### config.mk
export PLATFORM = sky130hd
export DESIGN_NAME = sal_socket_activity_led
export DESIGN_NICKNAME = d
export VERILOG_FILES = /design/src/core/sal_socket_activity_led.v /design/src/core/sal_sync2.v
export VERILOG_INCLUDE_DIRS = /design/src /design/src/include
export SDC_FILE = /design/constraint.sdc
export NUM_CORES = 1
export LEC_CHECK = 0
export BUFFER_PORTS_ARGS = -buffer_cell sky130_fd_sc_hd__clkbuf_2
export CAP_MARGIN = 20
export CORE_UTILIZATION = 35
export DETAILED_ROUTE_END_ITERATION = 10
export GPL_ROUTABILITY_DRIVEN = 0
export GPL_TIMING_DRIVEN = 0
export PLACE_DENSITY = 0.6
export SETUP_SLACK_MARGIN = 0.5
export SLEW_MARGIN = 15
export SYNTH_ARGS = -nofsm -noshare
export SYNTH_HDL_FRONTEND = slang
export SYNTH_SLANG_ARGS = --single-unit
### constraint.sdc
create_clock -name ref_clk -period 4 [get_ports ref_clk]
set_input_delay 0.6 -clock ref_clk [delete_from_list [all_inputs] [get_ports ref_clk]]
set_output_delay 0.6 -clock ref_clk [all_outputs]
set_load 0.05 [all_outputs]
### src/include/sal_defs.vh
// constants for the socket activity led block
`ifndef SAL_DEFS_VH
`define SAL_DEFS_VH
// indication period in ms and clock rate in kHz
`define SAL_PERIOD_MS      64
`define SAL_CLK_KHZ        200000
// ticks of ref_clk in one indication period
`define SAL_PERIOD_TICKS   (`SAL_PERIOD_MS * `SAL_CLK_KHZ)
`define SAL_CNT_W          24
// card type codes
`define SAL_CARD_16BIT     1'b0
`define SAL_CARD_CARDBUS   1'b1
// multifunction pin routing select that picks the led function
`define SAL_MFP_SEL_W      4
`define SAL_MFP_SEL_LED    4'h2
`define SAL_LED_RESET      1'b0
`endif
### src/core/sal_socket_activity_led.v
// socket activity led: retriggerable indication timer with suppression
// ---------------------------------------------------------------
// ---------------------------------------------------------------
`include "sal_defs.vh"

module sal_socket_activity_led #(
    parameter PERIOD_TICKS = `SAL_PERIOD_TICKS,
    parameter CNT_W        = `SAL_CNT_W
) (
    // clock, reset, enable
    input  wire                      ref_clk,
    input  wire                      reset,
    input  wire                      clk_en,
    // socket state (from socket logic, same clock)
    input  wire                      card_present,
    input  wire                      card_powered,
    input  wire                      card_in_reset,
    input  wire                      card_type,
    // card-side activity pins, active low as on the bus
    input  wire                      card_ready_irq_line,
    input  wire                      cframe_n,
    input  wire                      irdy_n,
    input  wire                      creq_n,
    // power management (same clock)
    input  wire                      suspend,
    input  wire                      clkrun_stop,
    input  wire                      pm_d1,
    input  wire                      pm_d2,
    // pin routing
    input  wire [`SAL_MFP_SEL_W-1:0] mfp_sel,
    // outputs
    output wire                      multifunction_pin,
    output wire                      socket_a_activity_led,
    output wire                      socket_led_compat_out
);
    // ---------------------------------------------------------------
    // pin synchronisers
    // ---------------------------------------------------------------
    localparam NUM_PINS = 4;
    localparam NUM_LED  = 2;

    wire [NUM_PINS-1:0] pins_raw;
    wire [NUM_PINS-1:0] pins_sync;
    wire [NUM_PINS-1:0] pins_low;

    // bit order fixes which bit each decode below reads:
    // 3 ready/irq, 2 frame, 1 irdy, 0 creq
    assign pins_raw = {card_ready_irq_line, cframe_n, irdy_n, creq_n};

    // idle value of every pin is high, so reset value 0 would fake activity
    // for two cycles; masked by card_seen below
    sal_sync2 #(
        .W (NUM_PINS)
    ) u_sync (
        .ref_clk (ref_clk),
        .reset   (reset),
        .clk_en  (clk_en),
        .din     (pins_raw),
        .dout    (pins_sync)
    );

    // every card pin is active low; turn each into an asserted flag
    genvar gi;
    generate
        for (gi = 0; gi < NUM_PINS; gi = gi + 1) begin : g_pin
            assign pins_low[gi] = ~pins_sync[gi];
        end
    endgenerate

    // ---------------------------------------------------------------
    // synchroniser warm-up
    // ---------------------------------------------------------------
    // two enabled edges after reset the synchronisers hold real pin values;
    // until then their reset zeros must not count as activity
    reg [1:0] warm_ff;
    wire      card_seen;

    assign card_seen = warm_ff[1];

    always @(posedge ref_clk or posedge reset) begin
        if (reset) begin
            warm_ff <= 2'h0;
        end else if (clk_en) begin
            warm_ff <= {warm_ff[0], 1'b1};
        end
    end

    // ---------------------------------------------------------------
    // activity decode
    // ---------------------------------------------------------------
    // picks the pins that count for the card type in the socket; pins
    // that belong to the other card type carry other signals and are ignored
    function act_decode;
        input       kind;
        input [3:0] low;
        begin
            if (kind == `SAL_CARD_CARDBUS) begin
                act_decode = low[2] | low[1] | low[0];
            end else begin
                act_decode = low[3];
            end
        end
    endfunction

    wire socket_live;
    wire act_raw;
    wire activity;

    assign socket_live = card_present & card_powered & ~card_in_reset;
    assign act_raw     = act_decode(card_type, pins_low);
    assign activity    = card_seen & socket_live & act_raw;

    // ---------------------------------------------------------------
    // suppression
    // ---------------------------------------------------------------
    // any of these may stop the bus clock, which would freeze the timer
    // with the led on; cutting the led here avoids that stuck state
    wire suppress;

    assign suppress = suspend | clkrun_stop | pm_d1 | pm_d2;

    // ---------------------------------------------------------------
    // indication timer
    // ---------------------------------------------------------------
    // terminal count, cut to the counter width on purpose; CNT_W must be
    // wide enough for PERIOD_TICKS or the period silently shortens
    localparam [31:0]      LAST_TICK_W = PERIOD_TICKS - 1;
    localparam [CNT_W-1:0] LAST_TICK   = LAST_TICK_W[CNT_W-1:0];

    reg  [CNT_W-1:0] cnt_ff;
    reg              led_ff;
    reg  [CNT_W-1:0] nxt_cnt;
    reg              nxt_led;
    wire             period_done;

    assign period_done = led_ff & (cnt_ff == LAST_TICK);

    always @* begin
        nxt_cnt = cnt_ff;
        nxt_led = led_ff;
        if (suppress) begin
            // cut off so a stopped bus clock cannot leave the led stuck on
            nxt_cnt = {CNT_W{1'b0}};
            nxt_led = 1'b0;
        end else if (activity) begin
            // retrigger: a busy socket keeps the led on without a gap
            nxt_cnt = {CNT_W{1'b0}};
            nxt_led = 1'b1;
        end else if (period_done) begin
            nxt_cnt = {CNT_W{1'b0}};
            nxt_led = 1'b0;
        end else if (led_ff) begin
            nxt_cnt = cnt_ff + {{(CNT_W-1){1'b0}}, 1'b1};
        end
    end

    always @(posedge ref_clk or posedge reset) begin
        if (reset) begin
            cnt_ff <= {CNT_W{1'b0}};
            led_ff <= `SAL_LED_RESET;
        end else if (clk_en) begin
            cnt_ff <= nxt_cnt;
            led_ff <= nxt_led;
        end
    end

    // ---------------------------------------------------------------
    // outputs
    // ---------------------------------------------------------------
    // both led outputs come straight from the one register, so they can
    // never disagree; the compat copy exists only for older boards
    wire [NUM_LED-1:0] led_bus;

    generate
        for (gi = 0; gi < NUM_LED; gi = gi + 1) begin : g_led
            assign led_bus[gi] = led_ff;
        end
    endgenerate

    assign socket_a_activity_led = led_bus[0];
    assign socket_led_compat_out = led_bus[1];

    // pin driven low, never floated, when not routed to the led
    wire led_routed;

    assign led_routed        = (mfp_sel == `SAL_MFP_SEL_LED);
    assign multifunction_pin = led_routed & led_ff;
endmodule // sal_socket_activity_led

### src/core/sal_sync2.v
// two-flop synchroniser bank for inputs from outside the clock domain
module sal_sync2 #(
    parameter W = 1
) (
    // clock and reset
    input  wire         ref_clk,
    input  wire         reset,
    input  wire         clk_en,
    // data
    input  wire [W-1:0] din,
    output wire [W-1:0] dout
);
    reg [W-1:0] meta_ff;
    reg [W-1:0] sync_ff;

    always @(posedge ref_clk or posedge reset) begin
        if (reset) begin
            meta_ff <= {W{1'b0}};
            sync_ff <= {W{1'b0}};
        end else if (clk_en) begin
            meta_ff <= din;
            sync_ff <= meta_ff;
        end
    end

    assign dout = sync_ff;
endmodule // sal_sync2

==> qor.csv, run 1 <==
stage,metric,value,unit
worst_setup_path,path_cells,clkbuf_2 > nor4_4 > o31ai_4 > a21oi_1 > buf_4 > a31oi_1 > a31oi_1,
routing,vias_per_cell,5.41,
worst_setup_path,worstRegToRegCells,7,
floorplanning,coreArea,5200,um2
power,p_int,0.512,mW
clock_network,hold_buffers,0,
routing,first_iter_violations,71,
timing,setup_slack,1.79,ns
cells_and_area,syn_to_final_growth,16.1,%
grt,grtUsageTotal,16.0,%
clock_network,cts_resized,0,
synth,yosys_warnings,0,
worst_setup_path,critPathMaxStageDelay,0.57,ns
cells_and_area,final_cell_area,2230,um2
timing,fmax,0.453,GHz
grt,antenna_found_initial,0,
grt,grt_pass1_wl,7.30,mm
worst_setup_path,required,4.22,ns
cells_and_area,utilization,42.9,%
power,p_leak,0.922,nW
placement,portBuffers,20,
timing,tightest_slew,0.842,ns
power,power.share.clock,38.5,%
worst_setup_path,worst-path-stages,7,
synth,synth.avg_cell_area,9.61,um2
cells_and_area,layout-drive-gt1-share,22.3,%
floorplanning,fp-row-count,26,
floorplanning,die_h,76.1,um
placement,pre_cts_slack,1.54,ns
timing,hold_viol,0,
routing,drt_pre_antenna_iters,4,
placement,place_area,2140,um2
synth,synth_simple_gate_area_share,25.5,%
clock_network,postCtsSetupBuffers,0,
hold_path,hp-class,in2async,
worst_setup_path,cp.buffers_inverters,2,
power,switching_power,0.177,mW
grt,grt_pass1_vias,1447,
timing,rsz0062_at_grt,no,
synth,synth-compound-area-share,17.5,%
cells_and_area,most-common-layout-cells,"dfrtp_1 (35), clkbuf_2 (21), o21ai_0 (20), nand3_1 (14), nor2_1 (13)",
power,p_sw_share,25.7,%
clock_network,tritoncts,done,
cells_and_area,fillers,518,
synth,syn_area,1920,um2
clock_network,clk_latency,0.29,ns
worst_setup_path,cp_slowest_cell,a21oi_1,
clock_network,clock-root-buffer,clkbuf_8,
grt,grt_max_degree,22,
synth,syn_inst,200,
synth,synth.net_count,220,
floorplanning,fp.dieArea,5790,um2
floorplanning,ios,22,
power,power_frac_seq,53.5,%
outcome,outcome,finished clean,
cells_and_area,register_area,876,um2
synth,seq_area_frac_synth,45.6,%
routing,wl,4.27,mm
synth,ys_async_sr_fraction,100,%
floorplanning,die_w,76.1,um
clock_network,cts-htree-levels,2,
synth,synth_cell_types,48,
worst_setup_path,r2r_start,cnt_ff[0],
timing,final.min_clock_period,2.21,ns
cells_and_area,fin_cells,299,
cells_and_area,nets,248,
timing,fin_tns_setup,0,ns
worst_setup_path,r2r_end,cnt_ff[15],
synth,synthFlopType,dfrtp_1,
cells_and_area,multi_input_area,966,um2
clock_network,cts_buffers,5,
routing,antenna_left,0,
routing,vias,1619,
clock_network,clockBufferDepth,2,
job,max-cap-violations,0,
synth,synth-edff-count,0,
cells_and_area,n_antenna_cell,0,
power,vdd_drop_max,0.000157,V
timing,finalMaxSlewViolations,0,
worst_setup_path,crit_start,clkrun_stop,
worst_setup_path,cp_max_fo,10,
clock_network,clk_pin_slew,0.08,ns
power,power_frac_comb,8.1,%
floorplanning,start_util,36.9,%
grt,gr-total-overflow,0,
power,powerDensity,309,nW/um2
cells_and_area,layout_commonest_cell,dfrtp_1,
clock_network,cts.sinks,35,
synth,synthAdderAreaFrac,0.651,%
worst_setup_path,worstSetupEndpoint,cnt_ff[15],
worst_setup_path,ff2ff_setup_slack,1.85,ns
worst_setup_path,arrival,2.43,ns
synth,synth_xor_area_share,1.37,%
routing,routedWlPerCell,14.3,um
worst_setup_path,crit_path_end_kind,flop,
worst_setup_path,start_kind,primary input,
worst_setup_path,crit_family,compound AO/OA/AOI/OAI gates,
placement,dp_hpwl,3.04,mm
timing,timing.final.crit_share,55.2,%
timing,finClkSkew,0.00227,ns
timing,setup_viol_count_final,0,
worst_setup_path,crit_top_cell,a31oi_1,
synth,synth_top_family_by_area,simple AND/OR/NAND/NOR gates,
synth,ys_ff_latch,35,
placement,dp.cells,291,
timing,slew_headroom,43.4,%
synth,muxShareOfSynthArea,5.27,%
routing,drcViolationCount,0,
worst_setup_path,crit_type,in2reg,
==> area by class of cell <==
cell class,count,area share [%]
Sequential cell,35,39.3
Multi-Input combinational cell,147,43.3
Timing Repair Buffer,21,5.72
Buffer,8,1.91
Tap cell,70,3.93
Inverter,10,1.68
Clock inverter,3,1.12
Clock buffer,5,3.08
==> registers in the layout, summed over array words and instances (netlist names) <==
register,cells
cnt_ff,24
u_sync.meta_ff,4
warm_ff,2
socket_a_activity_led,1
u_sync.dout,4
==> routing by layer <==
layer	share of wire [%]	GRT usage [%]
met5	0	0
met2	44	23.3
met3	4.6	4.07
met1	50	23.1
met4	1.5	5.19
==> Yosys cell counts (2+ instances only) <==
| master | n | area (um2) |
|---|---|---|
| inv_1 | 10 | 37.5 |
| xor2_1 | 3 | 26.3 |
| o21ai_0 | 20 | 100 |
| mux2_2 | 9 | 101 |
| and4_1 | 4 | 35.0 |
| nand4_1 | 6 | 37.5 |
| a31oi_1 | 2 | 12.5 |
| nand3_1 | 14 | 70.1 |
| nor2_1 | 13 | 48.8 |
| nor3_1 | 3 | 15.0 |
| nor4_1 | 2 | 12.5 |
| nand2_1 | 12 | 45.0 |
| a21o_1 | 3 | 22.5 |
| a22o_1 | 2 | 17.5 |
| buf_4 | 2 | 15.0 |
| or3_1 | 10 | 62.6 |
| nor3b_1 | 3 | 22.5 |
| clkbuf_1 | 2 | 7.51 |
| o2111ai_1 | 3 | 26.3 |
| or2_2 | 2 | 12.5 |
| and3_1 | 4 | 25.0 |
| dfrtp_1 | 35 | 876 |
| and2_1 | 2 | 12.5 |
| a21oi_1 | 8 | 40.0 |
| buf_2 | 3 | 15.0 |
==> worst min path at each step <==
stage | startpoint | to | slack, ns | depth (start not counted)
finish | reset | cnt_ff[9] | 0.26 | 2
CTS | reset | cnt_ff[6] | 0.27 | 2
global route | reset | cnt_ff[6] | 0.28 | 2
detailed placement | warm_ff[0] | warm_ff[0] | 0.45 | 1
global placement | warm_ff[0] | warm_ff[0] | 0.45 | 1
floorplan | warm_ff[0] | warm_ff[0] | 0.43 | 1
==> kinds of logic after synthesis <==
family                   count (synthesis)
XOR/XNOR                                 3
flip-flops                              35
buffers and inverters                   18
multiplexers                             9
AND/OR/NAND/NOR                         84
adder cells (fa/ha/maj)                  1
AO/OA/AOI/OAI                           50
==> power groups by stage <==
stage / sequential, mW / combinational [mW] / clock (mW)
6_report: 0.369 / 0.0556 / 0.265
5_1_grt: 0.370 / 0.0616 / 0.296
4_1_cts: 0.368 / 0.0567 / 0.273
2_1_floorplan: 0.374 / 0.0342 / 0
3_3_place_gp: 0.375 / 0.0521 / 0
3_5_place_dp: 0.376 / 0.0565 / 0
==> metrics by stage <==
step	total power, mW	hold slack (ns)
detailed placement	0.432	0.451
global route	0.728	0.277
finish	0.689	0.261
floorplan	0.408	0.431
global placement	0.427	0.446
CTS	0.699	0.271
Note: power is estimated with default switching activity, not from simulation.
==> inputs of run 2 (changes only) <==
clock period = 2.3 ns   (was 4 ns; I/O delays follow)
==> qor.csv, run 2 (synthesized netlist as in run 1, its figures left out) <==
stage,metric,value,unit,change
placement,dp_hpwl,3.00,mm,was 3.04 mm
timing,final.min_clock_period,1.88,ns,
power,powerDensity,511,nW/um2,was 309 nW/um2
routing,drcViolationCount,0,,unchanged
grt,grt_max_degree,36,,was 22
timing,fmax,0.533,GHz,
floorplanning,ios,22,,unchanged
worst_setup_path,worstRegToRegCells,7,,unchanged
job,max-cap-violations,0,,unchanged
floorplanning,start_util,36.9,%,unchanged
timing,finClkSkew,0.0143,ns,was 0.00227 ns
cells_and_area,layout_commonest_cell,dfrtp_1,,unchanged
routing,dr_wl_met3,184,um,was 197 um
placement,dp.cells,290,,was 291
outcome,outcome,finished clean,,unchanged
clock_network,tritoncts,done,,unchanged
worst_setup_path,start_kind,flop,,was primary input
routing,routedWlPerCell,14.9,um,was 14.3 um
cells_and_area,layout-drive-gt1-share,37.1,%,was 22.3%
clock_network,cts-htree-levels,2,,unchanged
routing,wl,4.74,mm,was 4.27 mm
cells_and_area,most-common-layout-cells,"dfrtp_1 (30), buf_4 (20), clkbuf_2 (19)",,"was dfrtp_1 (35), clkbuf_2 (21), o21ai_0 (20), nand3_1 (14), nor2_1 (13)"
routing,dr.max_layer_used,met4,,unchanged
worst_setup_path,r2r_end,cnt_ff[3],,was cnt_ff[15]
grt,gr-total-overflow,0,,unchanged
clock_network,clockBufferDepth,2,,unchanged
timing,slew_headroom,50.1,%,was 43.4%
worst_setup_path,critPathMaxStageDelay,0.37,ns,was 0.57 ns
power,p_leak,1.09,nW,was 0.922 nW
clock_network,cts_buffers,5,,unchanged
grt,grt_pass1_vias,1687,,was 1447
routing,met2_length,2.36,mm,was 1.87 mm
floorplanning,fp-row-count,26,,unchanged
clock_network,clk_pin_slew,0.08,ns,about the same
routing,drt_pre_antenna_iters,4,,unchanged
placement,portBuffers,20,,unchanged
grt,grtUsageTotal,17.5,%,was 16.0%
power,vdd_drop_max,0.000327,V,was 0.000157 V
cells_and_area,nets,267,,was 248
grt,grt_pass1_wl,7.99,mm,was 7.30 mm
timing,timing.final.crit_share,81.6,%,
worst_setup_path,ff2ff_setup_slack,0.42,ns,was 1.85 ns
worst_setup_path,crit_path_end_kind,flop,,unchanged
clock_network,clock-root-buffer,clkbuf_8,,unchanged
timing,finalMaxSlewViolations,0,,unchanged
floorplanning,coreArea,5200,um2,unchanged
floorplanning,die_w,76.1,um,unchanged
timing,hold_viol,0,,unchanged
cells_and_area,largest_reg_flops,24,,unchanged
cells_and_area,n_antenna_cell,0,,unchanged
routing,vias_per_cell,5.51,,was 5.41
worst_setup_path,cp_slowest_cell,dfrtp_1,,was a21oi_1
worst_setup_path,required,2.52,ns,was 4.22 ns
routing,vias,1753,,was 1619
timing,setup_viol_count_final,0,,unchanged
floorplanning,die_h,76.1,um,unchanged
worst_setup_path,arrival,2.10,ns,was 2.43 ns
timing,holdWs,0.152,ns,was 0.261 ns
cells_and_area,regMostFlops,cnt_ff,,unchanged
timing,rsz0062_at_grt,yes,,was no
grt,antenna_found_initial,0,,unchanged
timing,fin_tns_setup,0,ns,unchanged
worst_setup_path,crit_type,reg2reg,,was in2reg
floorplanning,fp.dieArea,5790,um2,unchanged
timing,tightest_slew,0.748,ns,was 0.842 ns
clock_network,cts.sinks,35,,unchanged
worst_setup_path,path_cells,clkbuf_8 > and4b_1 > and4_4 > a211o_4 > buf_8 > or3_1 > o21ai_1,,was clkbuf_2 > nor4_4 > o31ai_4 > a21oi_1 > buf_4 > a31oi_1 > a31oi_1
worst_setup_path,cp_max_fo,8,,was 10
routing,drt-met1-wl,2.13,mm,was 2.14 mm
hold_path,hp-class,in2async,,unchanged
clock_network,clk_latency,0.30,ns,was 0.29 ns
cells_and_area,syn_to_final_growth,33.8,%,was 16.1%
routing,first_iter_violations,163,,was 71
cells_and_area,fin_cells,318,,was 299
routing,antenna_left,0,,unchanged
worst_setup_path,r2r_start,cnt_ff[14],,was cnt_ff[0]
## run 2: cell types whose count changed in the layout (fill, tap and decap cells not counted), moves of 5 or more
cell and change:
buf_4 +18, o21ai_0 -10, dfrtp_1 -5, o21ai_1 +9, dfrtp_2 +5
## run 2: repair_timing
action | in CTS | in global routing
gates resized for setup | 35 | 11
buffers inserted | 18 | 2
endpoints found under the setup margin | 25 | 26
pin swaps | 11 | 4
hold buffers | 0 | 0
## run 2: critical path, delay by kind of cell (launching register included)
kind | cells | cell delay (ns)
AO/OA/AOI/OAI | 2 | 0.46
buffers and inverters | 2 | 0.28
flip-flops | 1 | 0.37
AND/OR/NAND/NOR | 3 | 0.70
## run 2: worst max path at each step
stage	from	to	slack (ns)	depth (start not counted)
floorplan	socket_a_activity_led	cnt_ff[18]	0.38	7
finish	cnt_ff[14]	cnt_ff[3]	0.42	7
global placement	clkrun_stop	cnt_ff[15]	0.11	7
global route	cnt_ff[14]	cnt_ff[7]	0.37	7
detailed placement	clkrun_stop	cnt_ff[19]	0.08	7
CTS	cnt_ff[14]	cnt_ff[3]	0.41	7
## run 2: through the flow
stage               power (mW)  cell area, um2  worst slack (ns)  util [%]
CTS                       1.33            2530             0.413      48.7
finish                    1.31            2570             0.423      49.4
global placement         0.742            2130             0.105      40.9
global route              1.37            2570             0.372      49.4
floorplan                0.710            1940             0.384         -
detailed placement       0.745            2130            0.0775      40.9
## run 2: cell type report
type,instances,area [um2]
fillers,512,2630
multi-input cells,147,1090
flip-flops and latches,35,882
repair buffers,40,282
well taps,70,87.6
plain buffers,8,73.8
clock buffers,5,68.8
clock inverters,3,46.3
inverters,10,37.5
## run 2: layer usage
| layer | vias to the layer above | GRT usage [%] |
|---|---|---|
| met5 | - | 0 |
| met4 | 0 | 7.50 |
| met3 | 6 | 4.07 |
| met2 | 40 | 29.4 |
| met1 | 869 | 21.6 |
| li1 | 838 | - |
## run 2: report_power, final
group | switching, mW | leakage (nW) | internal [mW]
clock network | 0.246 | 0.0548 | 0.326
logic | 0.0557 | 0.586 | 0.0447
registers | 0.00818 | 0.452 | 0.632
